**config.mk**
```make
export PLATFORM = sky130hd
export DESIGN_NAME = etr_ctrl
export DESIGN_NICKNAME = d
export VERILOG_FILES = /design/src/rtl/etr_pkg.sv /design/src/rtl/etr_evt_if.sv /design/src/rtl/etr_ctrl.sv /design/src/rtl/etr_trig_decode.sv
export SDC_FILE = /design/constraint.sdc
export NUM_CORES = 1
export LEC_CHECK = 0
export BUFFER_PORTS_ARGS = -buffer_cell sky130_fd_sc_hd__buf_2
export CAP_MARGIN = 20
export CORE_MARGIN = 3
export CORE_UTILIZATION = 48
export DETAILED_ROUTE_END_ITERATION = 6
export GPL_TIMING_DRIVEN = 1
export MAX_ROUTING_LAYER = met4
export PLACE_DENSITY = 0.79
export REMOVE_ABC_BUFFERS = 1
export SLEW_MARGIN = 10
export SYNTH_ARGS = -nofsm -noshare
export SYNTH_HDL_FRONTEND = slang
export SYNTH_SLANG_ARGS = --single-unit
```
**constraint.sdc**
```tcl
create_clock -name clk -period 1.9 [get_ports clk]
set_clock_uncertainty 0.15 [all_clocks]
set_input_delay 0.38 -clock clk [delete_from_list [all_inputs] [get_ports clk]]
set_output_delay 0.38 -clock clk [all_outputs]
set_load 0.05 [all_outputs]
```
**src/rtl/etr_pkg.sv**
```systemverilog
// Constants and types for the emulation trigger and reset control block
// What this block does
// - Thirty-two separate trigger addresses, trigger 0 to 31, each start their own task.
// - A comparator selects a 256-byte aligned trigger segment at a configurable base.
// - A write to segment base plus 0x04 enters the switch-off state.
// - A write to the segment base itself leaves the switch-off state.
// - Data carried by switch-off and reactivation writes is ignored.
// - Switched off, the block keeps working but reports off and refuses tool access.
// - Power failures are detected and recorded so inconsistent emulation data is known.
// - After a long failure, flash is copied into both pages with green indicator lit.
// - Braindead flashing starts by forcing the microcontroller into reset.
// - During braindead flashing the boot configuration inputs select external boot.
// - In external boot the boot chip select maps here and recovery code runs.
// - After programming, reset again and release the boot configuration override.
// - The ECU supply sense input shows when the ECU is off; report it.
// - Write protect for emulation memory follows the sensed external reset line.
// - Hold power-on reset in power save and until own initialization finishes.
// - Reset can also be asserted on tool command and on own failure.
// - Jumper 1-2 senses reset line b; 2-3, the default, senses line a.
// - The memory is reached over a 32-bit bus with one chip select.
package etr_pkg;
    localparam int          CLK_PERIOD_NS   = 25;
    localparam int          ADDR_W          = 20;
    localparam int          SEG_SHIFT       = 8;
    localparam int          SEG_W           = ADDR_W - SEG_SHIFT;
    localparam int          NUM_TRIG        = 32;
    localparam int          TRIG_W          = 5;
    localparam logic [7:0]  REACTIVATE_OFS  = 8'h00;
    localparam logic [7:0]  SWITCH_OFF_OFS  = 8'h04;
    localparam logic [7:0]  TRIG_OFS_BASE   = 8'h80;
    localparam int          BOOT_CFG_W      = 4;
    localparam logic [3:0]  BOOT_CFG_EXT    = 4'h1;
    localparam logic        JUMPER_LINE_B   = 1'b1;
    localparam int          RST_HOLD_NS     = 10000;
    localparam int          RST_HOLD_CYC    = (RST_HOLD_NS + CLK_PERIOD_NS - 1) / CLK_PERIOD_NS;
    localparam logic [8:0]  RST_HOLD_LAST   = 9'(RST_HOLD_CYC - 1);

    typedef enum logic [2:0] {
        BDF_IDLE  = 3'h0,
        BDF_HOLD  = 3'h1,
        BDF_LOAD  = 3'h3,
        BDF_RUN   = 3'h2,
        BDF_FINAL = 3'h6
    } etr_bdf_state_t;
endpackage : etr_pkg

```
**src/rtl/etr_evt_if.sv**
```systemverilog
// Decoded trigger segment events passed from the decoder to the controller
`timescale 1ns/100ps
interface etr_evt_if;
    logic       trig_valid;
    logic [4:0] trig_num;
    logic       off_hit;
    logic       on_hit;

    modport dec (output trig_valid, output trig_num, output off_hit, output on_hit);
    modport ctl (input trig_valid, input trig_num, input off_hit, input on_hit);
endinterface : etr_evt_if

```
**src/rtl/etr_ctrl.sv**
```systemverilog
// Emulation probe trigger, switch-off, power-fail restore and ECU reset control
`timescale 1ns/100ps
module etr_ctrl
    import etr_pkg::*;
#(
    parameter int BOOT_W = BOOT_CFG_W
)(
    input  wire logic                  clk,
    input  wire logic                  reset_n,
    input  wire logic                  bus_cs_n,
    input  wire logic                  bus_we_n,
    input  wire logic [etr_pkg::ADDR_W-1:0] bus_addr,
    input  wire logic [etr_pkg::SEG_W-1:0]  trig_seg_base,
    input  wire logic                  power_fail_long,
    input  wire logic                  flash_copy_done,
    input  wire logic                  host_data_loaded,
    input  wire logic                  ecu_supply_sense,
    input  wire logic                  external_reset_line_a_n,
    input  wire logic                  external_reset_line_b_n,
    input  wire logic                  reset_sense_jumper,
    input  wire logic                  init_done,
    input  wire logic                  power_save,
    input  wire logic                  tool_reset_req,
    input  wire logic                  device_fault,
    input  wire logic                  bdf_start,
    input  wire logic                  bdf_code_loaded,
    input  wire logic                  bdf_prog_done,
    input  wire logic                  power_on_reset_line_n_in,
    output logic [etr_pkg::NUM_TRIG-1:0] trig_pulse,
    output logic                       switched_off,
    output logic                       tool_access_en,
    output logic                       power_fail_record,
    output logic                       flash_copy_start,
    output logic                       green_led,
    output logic                       ecu_off,
    output logic                       write_protect,
    output logic                       power_on_reset_line_n_out,
    output logic                       power_on_reset_line_n_oe,
    output logic [BOOT_W-1:0]          boot_config_inputs_out,
    output logic                       boot_config_inputs_oe,
    output logic                       boot_chip_select_map
);
    import etr_pkg::*;

    etr_evt_if evt ();

    etr_bdf_state_t bdf_state;
    etr_bdf_state_t next_bdf_state;
    logic [8:0]     hold_cnt;
    logic           hold_done;
    logic           copy_busy;
    logic           por_req;
    logic           sensed_reset_n;

    etr_trig_decode u_decode (
        .clk      (clk),
        .reset_n  (reset_n),
        .bus_cs_n (bus_cs_n),
        .bus_we_n (bus_we_n),
        .bus_addr (bus_addr),
        .seg_base (trig_seg_base),
        .evt      (evt)
    );

    // Acquisition start pulses, one cycle per trigger write
    always_ff @(posedge clk or negedge reset_n) begin
        if (!reset_n) begin
            trig_pulse <= '0;
        end else begin
            trig_pulse <= '0;
            if (evt.trig_valid) begin
                trig_pulse[evt.trig_num] <= 1'b1;
            end
        end
    end

    // Switch-off state; triggers keep running while off
    always_ff @(posedge clk or negedge reset_n) begin
        if (!reset_n) begin
            switched_off   <= 1'b0;
            tool_access_en <= 1'b1;
        end else begin
            if (evt.off_hit) begin
                switched_off   <= 1'b1;
                tool_access_en <= 1'b0;
            end else if (evt.on_hit) begin
                switched_off   <= 1'b0;
                tool_access_en <= 1'b1;
            end
        end
    end

    // Power failure record; a new failure wins over the clear at copy end
    always_ff @(posedge clk or negedge reset_n) begin
        if (!reset_n) begin
            power_fail_record <= 1'b0;
        end else if (power_fail_long) begin
            power_fail_record <= 1'b1;
        end else if (copy_busy && flash_copy_done) begin
            power_fail_record <= 1'b0;
        end
    end

    // Flash to both emulation pages once initialization has finished
    always_ff @(posedge clk or negedge reset_n) begin
        if (!reset_n) begin
            copy_busy        <= 1'b0;
            flash_copy_start <= 1'b0;
        end else begin
            flash_copy_start <= 1'b0;
            if (!copy_busy && power_fail_record && init_done && !power_fail_long) begin
                copy_busy        <= 1'b1;
                flash_copy_start <= 1'b1;
            end else if (copy_busy && flash_copy_done) begin
                copy_busy <= 1'b0;
            end
        end
    end

    // Green indicator stays lit until the tool loads fresh data
    always_ff @(posedge clk or negedge reset_n) begin
        if (!reset_n) begin
            green_led <= 1'b0;
        end else if (flash_copy_start || copy_busy) begin
            green_led <= 1'b1;
        end else if (host_data_loaded) begin
            green_led <= 1'b0;
        end
    end

    // Supply and reset line sensing
    assign sensed_reset_n = (reset_sense_jumper == JUMPER_LINE_B) ?
                            external_reset_line_b_n : external_reset_line_a_n;

    always_ff @(posedge clk or negedge reset_n) begin
        if (!reset_n) begin
            ecu_off       <= 1'b1;
            write_protect <= 1'b1;
        end else begin
            ecu_off       <= !ecu_supply_sense;
            write_protect <= !sensed_reset_n;
        end
    end

    // Braindead flashing sequence
    assign hold_done = (hold_cnt == RST_HOLD_LAST);

    always_comb begin
        next_bdf_state = bdf_state;
        case (bdf_state)
            BDF_IDLE: begin
                if (bdf_start) begin
                    next_bdf_state = BDF_HOLD;
                end
            end
            BDF_HOLD: begin
                if (hold_done) begin
                    next_bdf_state = BDF_LOAD;
                end
            end
            BDF_LOAD: begin
                if (bdf_code_loaded) begin
                    next_bdf_state = BDF_RUN;
                end
            end
            BDF_RUN: begin
                if (bdf_prog_done) begin
                    next_bdf_state = BDF_FINAL;
                end
            end
            BDF_FINAL: begin
                if (hold_done) begin
                    next_bdf_state = BDF_IDLE;
                end
            end
            default: begin
                next_bdf_state = BDF_IDLE;
            end
        endcase
    end

    always_ff @(posedge clk or negedge reset_n) begin
        if (!reset_n) begin
            bdf_state <= BDF_IDLE;
        end else begin
            bdf_state <= next_bdf_state;
        end
    end

    // Minimum reset pulse, restarted on every state change
    always_ff @(posedge clk or negedge reset_n) begin
        if (!reset_n) begin
            hold_cnt <= 9'h000;
        end else if (next_bdf_state != bdf_state || hold_done) begin
            hold_cnt <= 9'h000;
        end else if (bdf_state == BDF_HOLD || bdf_state == BDF_FINAL) begin
            hold_cnt <= hold_cnt + 9'h001;
        end
    end

    // Boot override: external boot from the reset pulse until programming ends
    always_ff @(posedge clk or negedge reset_n) begin
        if (!reset_n) begin
            boot_config_inputs_oe  <= 1'b0;
            boot_config_inputs_out <= '0;
            boot_chip_select_map   <= 1'b0;
        end else begin
            boot_config_inputs_oe  <= (next_bdf_state == BDF_HOLD) ||
                                      (next_bdf_state == BDF_LOAD) ||
                                      (next_bdf_state == BDF_RUN);
            boot_config_inputs_out <= BOOT_W'(BOOT_CFG_EXT);
            boot_chip_select_map   <= (next_bdf_state == BDF_LOAD) ||
                                      (next_bdf_state == BDF_RUN);
        end
    end

    // Power-on reset is open drain, pulled low while any reason stands
    assign por_req = power_save || !init_done || tool_reset_req || device_fault ||
                     (bdf_state == BDF_HOLD) || (bdf_state == BDF_LOAD) ||
                     (bdf_state == BDF_FINAL);

    always_ff @(posedge clk or negedge reset_n) begin
        if (!reset_n) begin
            power_on_reset_line_n_oe  <= 1'b1;
            power_on_reset_line_n_out <= 1'b0;
        end else begin
            power_on_reset_line_n_oe  <= por_req;
            power_on_reset_line_n_out <= 1'b0;
        end
    end
endmodule : etr_ctrl

```
**src/rtl/etr_trig_decode.sv**
```systemverilog
// Trigger segment address decoder for chip-selected bus writes
`timescale 1ns/100ps
module etr_trig_decode
    import etr_pkg::*;
(
    input  wire logic                 clk,
    input  wire logic                 reset_n,
    input  wire logic                 bus_cs_n,
    input  wire logic                 bus_we_n,
    input  wire logic [ADDR_W-1:0]    bus_addr,
    input  wire logic [SEG_W-1:0]     seg_base,
    etr_evt_if.dec                    evt
);
    logic       wr;
    logic       seg_hit;
    logic [7:0] ofs;

    // Only the address is looked at; bus data never reaches this block
    assign wr      = !bus_cs_n && !bus_we_n;
    assign seg_hit = wr && (bus_addr[ADDR_W-1:SEG_SHIFT] == seg_base);
    assign ofs     = bus_addr[SEG_SHIFT-1:0];

    always_ff @(posedge clk or negedge reset_n) begin
        if (!reset_n) begin
            evt.trig_valid <= 1'b0;
            evt.trig_num   <= 5'h00;
            evt.off_hit    <= 1'b0;
            evt.on_hit     <= 1'b0;
        end else begin
            // Triggers sit one word apart from the top half of the segment
            evt.trig_valid <= seg_hit && ofs[7] && (ofs[1:0] == 2'h0);
            evt.trig_num   <= ofs[6:2];
            evt.off_hit    <= seg_hit && (ofs == SWITCH_OFF_OFS);
            evt.on_hit     <= seg_hit && (ofs == REACTIVATE_OFS);
        end
    end
endmodule : etr_trig_decode

```
==> key figures, run 1 <==
Outcome
  – Outcome: finished clean

GRT
  – Vias in the first global route: 1915
  – Total track usage: 18.2%
  – Initial antenna violation count: 0
  – Largest net degree at the start of global routing: 23
  – Global-route wire length before repair: 8400 um
  – Gr ovfl total: 0

Pwr
  – Power per cell area: 987 nW/um^2
  – Clk network pwr share: 32.2%
  – Lkg Pwr: 1.69 nW
  – Internal: 2.36 mW
  – Switching Fraction: 28.4%
  – Sw Pwr: 938 uW
  – Max IR drop VDD: 0.433 mV
  – Logic pwr share: 18.6%
  – Part of the power in registers: 49.2%

STA
  – Max-slew violations: 0
  – Worst hold margin: 26.0 ps
  – Max-slew headroom: 65.0%
  – Tmin final: 1740 ps
  – Worst Slack Setup Final: 158 ps
  – Final setup violation count: 0
  – Max Clk Rate: 574 MHz
  – Unrepaired setup endpoints after global routing: false
  – TNS Setup: 0 ps
  – Period utilisation layout: 91.7%
  – Worst-margin pin slew: 525 ps
  – Hold Fails Final Rpt: 0

Run
  – # Max-Cap Violations: 0

Placement
  – GP Congestion: 0.762
  – DP HPWL: 3660 um
  – Place WS: 184 ps
  – Port bufs: 92

Synth
  – Post-Synth Simple-Gate Area: 19.0%
  – Synth Area in Compound Gates: 6.39%
  – Number of enable flip-flop cells after synthesis: 0
  – Mux cell area share after synthesis: 0.393%
  – Xor-xnor portion of the synthesized cell area: 6.88%
  – Post-synthesis adder-cell area fraction: 0.491%
  – YS warnings: 0
  – Leading area contributor after synthesis: dfrtp_1
  – Netlist cell types: 42
  – Main combinational cell family by area after synthesis: simple AND/OR/NAND/NOR gates
  – #FFs+latches synth: 64
  – Top cell type's share of synthesized area: 58.9%
  – Ys async rst share: 100%
  – Synth Cell Area: 2550 um^2
  – Top cells by area, synth: dfrtp_1, xnor2_1, nor2_1, dfstp_2, nand3b_1
  – Sequential fraction of the synthesis area: 63.1%
  – Synth Instances: 219
  – Ys flop type: dfrtp_1
  – Syn avg cell area: 11.6 um^2

Cells and area
  – Layout cells sized above 1: 37.8%
  – Filler Cells Inserted: 369
  – Storage cell area: 1610 um^2
  – Multi-input gate area: 863 um^2
  – Fin nets: 380
  – Diodes inserted: 0
  – Synthesis-to-layout area growth: 31.4%
  – Most common cell after layout, fill and taps aside: buf_2
  – Most frequent cells in the layout: buf_2, dfrtp_1, nor2_1

Drt
  – WL/cell: 12.4 um
  – Via/cell ratio: 4.90
  – Final WL: 4970 um
  – DR WL met2: 2430 um
  – Starting DRT DRC Count: 100
  – WL met3: 421 um
  – DRT Pass-1 Iters: 4
  – DRT antenna net count: 0
  – Vias: 1958
  – Metal-1 WL: 2030 um
  – Max Used Layer: met4
  – DRC errors left: 0

Hold path
  – Hold path cells: 1
  – Type of the most critical hold path: in -> reg

Worst setup path
  – Crit path max-delay family: simple AND/OR/NAND/NOR gates
  – Slowest stage delay, CP: 550 ps
  – Worst-path maximum fanout: 9
  – Critical Path, Cell by Cell: or3b_1 -> a211oi_2 -> xnor2_1 -> nor2_2
  – Worst r2r src: bdf_state[0]
  – CP required: 1970 ps
  – Buffer and inverter count on the worst path: 0
  – Worst R2R Path Depth: 4
  – Worst Path Class, Setup: reg -> reg
  – Reg2Reg Capture Point: hold_cnt[6]
  – Crit path from: bdf_state[0]
  – Crit path DAT: 1810 ps
  – Reg2Reg Setup Slack: 160 ps
  – Number of cells on the critical path: 4
  – CP max stage cell: or3b_1
  – Critical path startpoint category: flop
  – Critical Path End: hold_cnt[6]
  – Crit end category: flop

Clocking
  – Max clock buf depth: 2
  – CTS Buf Count: 9
  – CTS root buf: clkbuf_8
  – Clk_lat worst skew: 330 ps
  – TritonCTS clock tree: yes
  – Post_cts resized: 0
  – Reg clk slew, reported paths: 60 ps
  – H-tree depth: 3
  – Sink Count: 64

Floorplan
  – Initial core utilization: 51.9%
  – Core ar.: 4910 um^2
  – Ports: 98
  – Die span in y: 78.9 um
  – Die area: 6220 um^2
  – Rows: 25
  – Die width: 78.9 um
[registers in the layout (all words and copies together) (netlist names), 3 cells and up]
| name | count |
|---|---|
| hold_cnt | 9 |
| u_decode.evt.trig_num | 5 |
| trig_pulse | 32 |
| bdf_state | 3 |
[worst min-delay path by stage]
stage,from,end,slack (ps)
2_1_floorplan,reset_n,bdf_state[0],-70
3_3_place_gp,reset_n,u_decode.evt.trig_num[4],230
3_5_place_dp,reset_n,u_decode.evt.trig_num[4],230
4_1_cts,bus_addr[6],u_decode.evt.trig_num[4],2
5_1_grt,bus_addr[2],u_decode.evt.trig_num[0],10
6_report,bus_addr[2],u_decode.evt.trig_num[0],30
[area by class of cell]
cell class / instances / share of cell area [%]
multi-input combinational: 143 / 25.8
tap: 67 / 2.50
timing repair buffer: 104 / 17.6
inverter: 6 / 0.673
sequential: 64 / 48.0
clock inverter: 4 / 1.35
clock buffer: 12 / 4.04
[kinds of logic after synthesis]
group           Yosys count
flops                    64
simple gates             95
fa+ha+maj                 1
buf+inv                  15
compound gates           21
xor+xnor                 20
other cells               2
mux                       1
[through the flow]
step	cells	cell area (um^2)	utilization (%)	total power, mW
6_report	400	3350	68.2	3.30
5_1_grt	400	3350	68.2	3.50
4_1_cts	399	3340	67.9	3.34
3_5_place_dp	378	3110	63.3	2.26
3_3_place_gp	378	3110	63.3	2.24
2_1_floorplan	213	2490	-	2.06
[worst reg2reg max path, stage by stage (launching register included)]
cell	delay [ps]
dfrtp_1	410
or3b_1	560
a211oi_2	300
xnor2_1	170
nor2_2	40
[timing repair]
action                                  4_1_cts  5_1_grt
endpoints found under the hold margin        23        1
endpoints found under the setup margin        0        0
hold buffers                                  5        1
buffers inserted                              0        0
[cells in the mapped netlist (2+ instances only)]
library cell  instances
or3b_1                2
nand2_1              12
nand3b_1              7
nand2b_1              2
or3b_2                2
nand3_1               8
nor4_1                2
inv_1                 6
buf_6                 2
a21oi_1               5
a21o_1                3
buf_4                 4
nor2_2                4
conb_1                2
nand4_1               3
nor2_1               43
dfrtp_1              60
a211oi_2              4
buf_2                 2
xnor2_1              20
o21ai_0               2
dfstp_2               4
[power groups by stage]
stage	logic (mW)	clock network [mW]	registers, mW
floorplan	0.369	0	1.69
global placement	0.593	0	1.64
detailed placement	0.612	0	1.65
CTS	0.621	1.09	1.62
global route	0.695	1.16	1.65
finish	0.614	1.06	1.63
[routing by layer]
metal / vias to the layer above / GRT usage [%]
met3: 7 / 5.10
met2: 89 / 30.8
met1: 916 / 19.9
li1: 946 / -
met4: 0 / 8.76
met5: - / -
No activity file was read; power rests on OpenSTA's default activity.
==> inputs of run 2 (changes only) <==
--- a/config.mk
+++ b/config.mk
@@ -17,4 +17,5 @@
 export SLEW_MARGIN = 10
 export SYNTH_ARGS = -nofsm -noshare
 export SYNTH_HDL_FRONTEND = slang
+export SYNTH_HIERARCHICAL = 1
 export SYNTH_SLANG_ARGS = --single-unit
==> run 2 against run 1 <==
Die area increased by 0.18%. Design area grew 1.9%. Wire length rose by 11%. First-iteration DRC count fell by 59%. Sequential share of layout area shrank 0.88 points. Sequential cell count unchanged. Final cell count up 1.3%. Synthesized area is 0.20% higher. Critical endpoint is now hold_cnt[8]. Largest cell class unchanged. Largest power group unchanged. Highest routed layer unchanged.
==> key figures, run 2 <==
Worst setup path
  – Crit end category: flop (unchanged)
  – Reg2Reg Setup Slack: 100 ps (was 160 ps)
  – Worst r2r src: bdf_state[2] (was bdf_state[0])
  – Critical path startpoint category: flop (unchanged)
  – Crit path from: bdf_state[2] (was bdf_state[0])
  – Worst R2R Path Depth: 4 (unchanged)
  – CP required: 1970 ps (about the same)
  – Worst Path Class, Setup: reg -> reg (unchanged)
  – Crit path DAT: 1870 ps (was 1810 ps)
  – Worst-path maximum fanout: 9 (unchanged)
  – Reg2Reg Capture Point: hold_cnt[8] (was hold_cnt[6])

GRT
  – Gr ovfl total: 0 (unchanged)
  – Global-route wire length before repair: 8820 um (was 8400 um)
  – Largest net degree at the start of global routing: 34 (was 23)
  – Total track usage: 19.1% (was 18.2%)
  – Vias in the first global route: 1935 (was 1915)
  – Initial antenna violation count: 0 (unchanged)

Synth
  – Syn avg cell area: 11.6 um^2 (about the same)
  – Number of enable flip-flop cells after synthesis: 0 (unchanged)
  – Ys flop type: dfrtp_1 (unchanged)
  – Sequential fraction of the synthesis area: 62.9% (was 63.1%)
  – #FFs+latches synth: 64 (unchanged)
  – Synth Cell Area: 2550 um^2 (about the same)
  – Ys async rst share: 100% (unchanged)
  – YS warnings: 6 (was 0)
  – Most frequent cells after synthesis: dfrtp_1, nor2_1, xnor2_1, nand2_1, nand3_1 (unchanged)
  – Top cells by area, synth: dfrtp_1, nor2_1, xnor2_1, dfstp_2, nand3b_1 (was dfrtp_1, xnor2_1, nor2_1, dfstp_2, nand3b_1)
  – Synth Instances: 220 (was 219)
  – Top cell type's share of synthesized area: 58.8% (was 58.9%)
  – Most frequent cell after synthesis: dfrtp_1 (unchanged)
  – Netlist cell types: 40 (was 42)
  – Leading area contributor after synthesis: dfrtp_1 (unchanged)

Pwr
  – Max IR drop VDD: 0.613 mV (was 0.433 mV)
  – Logic pwr share: 18.5% (was 18.6%)
  – Total power: 3.42 mW (was 3.30 mW)
  – Lkg Pwr: 1.74 nW (was 1.69 nW)
  – Part of the power in registers: 47.4% (was 49.2%)
  – Power per cell area: 1000 nW/um^2 (was 987 nW/um^2)
  – Sw Pwr: 995 uW (was 938 uW)
  – Internal: 2.43 mW (was 2.36 mW)
  – Clk network pwr share: 34.1% (was 32.2%)
  – Switching Fraction: 29.1% (was 28.4%)

Cells and area
  – Most common cell after layout, fill and taps aside: buf_2 (unchanged)
  – Diodes inserted: 0 (unchanged)
  – Layout cells sized above 1: 38.2% (was 37.8%)
  – Largest regs: trig_pulse: 32 flops, hold_cnt: 9 flops, u_decode/evt.trig_num: 5 flops (was trig_pulse: 32 flops, hold_cnt: 9 flops, u_decode.evt.trig_num: 5 flops)
  – Filler Cells Inserted: 395 (was 369)
  – Reg with most FFs: trig_pulse (unchanged)
  – Most frequent cells in the layout: buf_2, dfrtp_1, nor2_1 (unchanged)
  – Synthesis-to-layout area growth: 33.6% (was 31.4%)
  – Fin nets: 385 (was 380)
  – Max reg flops: 32 (unchanged)

Clocking
  – Max clock buf depth: 2 (unchanged)
  – Reg clk slew, reported paths: 70 ps (was 60 ps)
  – Clk_lat worst skew: 340 ps (was 330 ps)
  – Hold buffers post-CTS: 5 (unchanged)
  – Post-CTS setup buffers: 0 (unchanged)
  – Sink Count: 64 (unchanged)
  – H-tree depth: 3 (unchanged)
  – CTS root buf: clkbuf_8 (unchanged)
  – CTS Buf Count: 9 (unchanged)
  – Post_cts resized: 0 (unchanged)
  – TritonCTS clock tree: yes (unchanged)

Hold path
  – Type of the most critical hold path: in -> reg (unchanged)
  – Hold Crit Start: external_reset_line_a_n (was bus_addr[2])
  – Hold EP: write_protect (was u_decode.evt.trig_num[0])
  – Hold path cells: 2 (was 1)

STA
  – Tmin final: 1800 ps (was 1740 ps)
  – TNS Setup: 0 ps (unchanged)
  – Max Clk Rate: 556 MHz (was 574 MHz)
  – Hold Fails Final Rpt: 0 (unchanged)
  – Period utilisation layout: 94.7% (was 91.7%)
  – Final setup violation count: 0 (unchanged)
  – Unrepaired setup endpoints after global routing: false (unchanged)
  – Max-slew violations: 0 (unchanged)

Drt
  – Starting DRT DRC Count: 41 (was 100)
  – WL/cell: 13.6 um (was 12.4 um)
  – DRT antenna net count: 0 (unchanged)
  – DRT Pass-1 Iters: 4 (unchanged)
  – Vias: 1951 (was 1958)
  – Final WL: 5520 um (was 4970 um)
  – Via/cell ratio: 4.82 (was 4.90)
  – DRC errors left: 0 (unchanged)

Placement
  – GP Congestion: 0.876 (was 0.762)
  – DP HPWL: 4010 um (was 3660 um)
  – Port bufs: 92 (unchanged)

Floorplan
  – Die width: 78.9 um (about the same)
  – Die span in y: 78.9 um (about the same)
  – Core ar.: 4940 um^2 (was 4910 um^2)
  – Die area: 6230 um^2 (was 6220 um^2)
  – Rows: 25 (unchanged)
  – Initial core utilization: 51.6% (was 51.9%)
  – Ports: 98 (unchanged)

Outcome
  – Outcome: finished clean (unchanged)

Run
  – # Max-Cap Violations: 0 (unchanged)
## run 2: cell count changes in the layout (fill, tap and decap cells not counted), sizes merged, moves of 2 or more
cell	delta
nand2b	+2
buf	+3
clkbuf	-2
nand2	-2
clkinvlp	+2
## run 2: critical path, stage by stage (launching register included)
cell	delay, ps
dfrtp_1	370
or3b_1	540
a2111oi_4	410
xnor2_1	170
nor2_2	40
## run 2: layer usage
layer | global-route usage [%] | vias to the layer above | wire, um | part of all wire, %
li1 | - | 947 | - | -
met1 | 21.0 | 929 | 2130 | 39
met2 | 32.4 | 73 | 2980 | 54
met3 | 7.60 | 2 | 400 | 7.2
met4 | 5.15 | 0 | 11 | 0.20
met5 | - | - | 0 | 0
## run 2: final cells by class
type	count	area, um^2	area share, %
flip-flops and latches	64	1610	47.1
well taps	67	83.8	2.46
repair buffers	108	623	18.3
multi-input cells	144	868	25.5
clock inverters	6	67.6	1.98
clock buffers	10	138	4.04
inverters	6	22.5	0.661
## run 2: through the flow
step                util (%)  cells  hold WS, ps  instance area (um^2)  worst slack (ps)
floorplan                  -    214        -65.6                  2500              93.3
finish                  69.0    405         28.0                  3410               101
global route            69.0    405         2.97                  3410              12.6
detailed placement      63.4    382          204                  3130               111
global placement        63.4    382          192                  3130               127
CTS                     68.6    403         3.56                  3390              87.5
## run 2: power groups by stage
stage	combinational [mW]	sequential (mW)	clock [mW]
6_report	0.633	1.62	1.17
5_1_grt	0.706	1.64	1.28
4_1_cts	0.639	1.62	1.21
3_5_place_dp	0.627	1.64	0
3_3_place_gp	0.614	1.64	0
2_1_floorplan	0.363	1.68	0
## run 2: worst max path at each step
stage                        to  slack, ps
floorplan           hold_cnt[8]         90
finish              hold_cnt[8]        100
CTS                 hold_cnt[8]         90
detailed placement  hold_cnt[8]        110
global placement    hold_cnt[8]        130
global route        hold_cnt[8]         10
## run 2: cell families (layout without fill, tap and decap cells)
family,after synthesis,in the layout,synth area share (%)
compound gates,19,19,5.74
xor+xnor,20,20,6.86
fa+ha+maj,1,1,0.490
buf+inv,15,130,3.48
flops,64,64,62.9
mux,2,2,0.784
other cells,2,5,0.294
simple gates,97,97,19.4
==> inputs of run 3 (changes only) <==
--- a/config.mk
+++ b/config.mk
@@ -6,7 +6,7 @@
 export NUM_CORES = 1
 export LEC_CHECK = 0
 export BUFFER_PORTS_ARGS = -buffer_cell sky130_fd_sc_hd__buf_2
-export CAP_MARGIN = 20
+export CAP_MARGIN = 10
 export CORE_MARGIN = 3
 export CORE_UTILIZATION = 48
 export DETAILED_ROUTE_END_ITERATION = 6
==> constraint.sdc (replaced) <==
create_clock -name clk -period 1.9 [get_ports clk]
set_clock_uncertainty 0.15 [all_clocks]
set_input_delay 0.095 -clock clk [delete_from_list [all_inputs] [get_ports clk]]
set_output_delay 0.095 -clock clk [all_outputs]
set_load 0.05 [all_outputs]
==> run 3 against run 2 <==
Sequential cell count did not move. Worst hold slack improved by 3.0 ps. Register-to-register slack barely moved. Maximum frequency rose by 0.10%. Power rose by 6.3%. Combinational power rose by 1%. Worst setup slack improved by 1.8 ps. Largest cell class unchanged. Final cell count rose by 3.0%.
==> key figures, run 3 (synthesis gave the netlist of run 2 again) <==
Outcome
  – Outcome: finished clean (unchanged)

Drt
  – Final WL: 5610 um (was 5520 um)
  – DRC errors left: 0 (unchanged)
  – Vias: 2038 (was 1951)
  – DRT antenna net count: 0 (unchanged)
  – Via/cell ratio: 4.89 (was 4.82)
  – WL/cell: 13.4 um (was 13.6 um)
  – Starting DRT DRC Count: 56 (was 41)
  – DRT Pass-1 Iters: 4 (unchanged)

Pwr
  – Max IR drop VDD: 0.717 mV (was 0.613 mV)
  – Power per cell area: 1020 nW/um^2 (was 1000 nW/um^2)
  – Total power: 3.64 mW (was 3.42 mW)
  – Lkg Pwr: 1.80 nW (was 1.74 nW)

Clocking
  – CTS root buf: clkbuf_8 (unchanged)
  – CTS Buf Count: 9 (unchanged)
  – Reg clk slew, reported paths: 70 ps (about the same)
  – H-tree depth: 3 (unchanged)
  – TritonCTS clock tree: yes (unchanged)
  – Sink Count: 64 (unchanged)
  – Clk_lat worst skew: 340 ps (about the same)
  – Max clock buf depth: 2 (unchanged)

Worst setup path
  – Worst-path maximum fanout: 9 (unchanged)
  – Crit path DAT: 1870 ps (about the same)
  – Critical path startpoint category: flop (unchanged)
  – CP required: 1970 ps (about the same)
  – Worst Path Class, Setup: reg -> reg (unchanged)
  – Crit end category: flop (unchanged)

GRT
  – Initial antenna violation count: 0 (unchanged)
  – Vias in the first global route: 2142 (was 1935)
  – Met3 usage: 7.82% (was 7.60%)
  – Met1 Track Usage GR: 21.5% (was 21.0%)
  – Global routing's busiest layer: met2 (unchanged)
  – Total track usage: 20.3% (was 19.1%)
  – Largest net degree at the start of global routing: 48 (was 34)
  – Global-route wire length before repair: 9380 um (was 8820 um)
  – Gr ovfl total: 0 (unchanged)
  – GR Layer Usage met2: 35.0% (was 32.4%)

STA
  – Hold Fails Final Rpt: 0 (unchanged)
  – Final setup violation count: 0 (unchanged)
  – Worst hold margin: 31.0 ps (was 28.0 ps)
  – Unrepaired setup endpoints after global routing: false (unchanged)
  – Max-slew violations: 0 (unchanged)
  – Worst Slack Setup Final: 103 ps (was 101 ps)
  – Tmin final: 1800 ps (about the same)
  – Max Clk Rate: 556 MHz (about the same)
  – TNS Setup: 0 ps (unchanged)
  – Period utilisation layout: 94.6% (was 94.7%)

Hold path
  – Type of the most critical hold path: in -> reg (unchanged)

Placement
  – Port bufs: 92 (unchanged)
  – GP Congestion: 0.891 (was 0.876)
  – Place WS: 100 ps (was 111 ps)
  – DP HPWL: 3850 um (was 4010 um)

Cells and area
  – Diodes inserted: 0 (unchanged)
  – Largest regs: trig_pulse: 32 flops, hold_cnt: 9 flops, u_decode/evt.trig_num: 5 flops (unchanged)
  – Layout cells sized above 1: 35.7% (was 38.2%)
  – Synthesis-to-layout area growth: 39.7% (was 33.6%)
  – Reg with most FFs: trig_pulse (unchanged)
  – Fin nets: 397 (was 385)
  – Filler Cells Inserted: 388 (was 395)
  – Most common cell after layout, fill and taps aside: buf_2 (unchanged)
  – Max reg flops: 32 (unchanged)
  – Most frequent cells in the layout: buf_2, dfrtp_1, nor2_1 (unchanged)

Floorplan
  – Die span in y: 78.9 um (unchanged)
  – Rows: 25 (unchanged)
  – Die area: 6230 um^2 (unchanged)
  – Initial core utilization: 51.6% (unchanged)
  – Ports: 98 (unchanged)
  – Die width: 78.9 um (unchanged)
  – Core ar.: 4940 um^2 (unchanged)

Run
  – # Max-Cap Violations: 0 (unchanged)
==> run 3: cell count changes in the layout (fill, tap and decap cells not counted) <==
cell,delta
buf_4,-2
inv_6,-1
clkinv_4,-1
dlygate4sd3_1,+14
clkinv_2,-1
clkbuf_8,-1
bufinv_16,+2
clkbuf_1,+2
==> run 3: what timing repair did <==
item | in CTS | in global routing
endpoints found under the hold margin | 82 | 0
resized for setup | 0 | 0
buffers inserted | 0 | 0
hold buffers | 21 | 0
==> run 3: per-stage QoR <==
stage               cells  utilization [%]  cell area [um^2]
CTS                   417             72.2              3570
floorplan             214                -              2500
global route          417             72.2              3570
global placement      380             63.1              3120
finish                417             72.2              3570
detailed placement    380             63.1              3120
==> run 3: report_power, final <==
part | switching (mW) | internal (mW)
Clock | 0.505 | 0.872
Sequential | 0.126 | 1.49
Combinational | 0.348 | 0.294
==> run 3: final cells by class <==
| cell class | count | area, um^2 | area share, % |
|---|---|---|---|
| clock buffers | 11 | 131 | 3.68 |
| clock inverters | 5 | 105 | 2.95 |
| inverters | 6 | 22.5 | 0.632 |
| multi-input cells | 144 | 868 | 24.4 |
| flip-flops and latches | 64 | 1610 | 45.1 |
| well taps | 67 | 83.8 | 2.35 |
| repair buffers | 120 | 748 | 21.0 |
==> run 3: routing by layer <==
metal / routed length, um / vias to the layer above
met4: 89 / 0
li1: - / 969
met2: 2910 / 76
met5: 0 / -
met3: 406 / 15
met1: 2200 / 978
==> run 3: path summary, 6_finish.rpt <==
kind	slack, ps	cells past startpoint	start	end
setup / recovery	100	4	bdf_state[2]	hold_cnt[8]
hold / removal	30	4	bus_we_n	u_decode/evt.on_hit
setup reg to reg	100	4	bdf_state[2]	hold_cnt[8]
hold reg to reg	240	1	u_decode/evt.off_hit	tool_access_en
max in group asynchronous	880	3	reset_n	tool_access_en
min in group asynchronous	90	2	reset_n	boot_chip_select_map
==> run 3: critical path, cell delays in order (launching register included) <==
cell and delay (ps):
dfrtp_1 370, or3b_1 540, a2111oi_4 400, xnor2_1 170
nor2_2 40
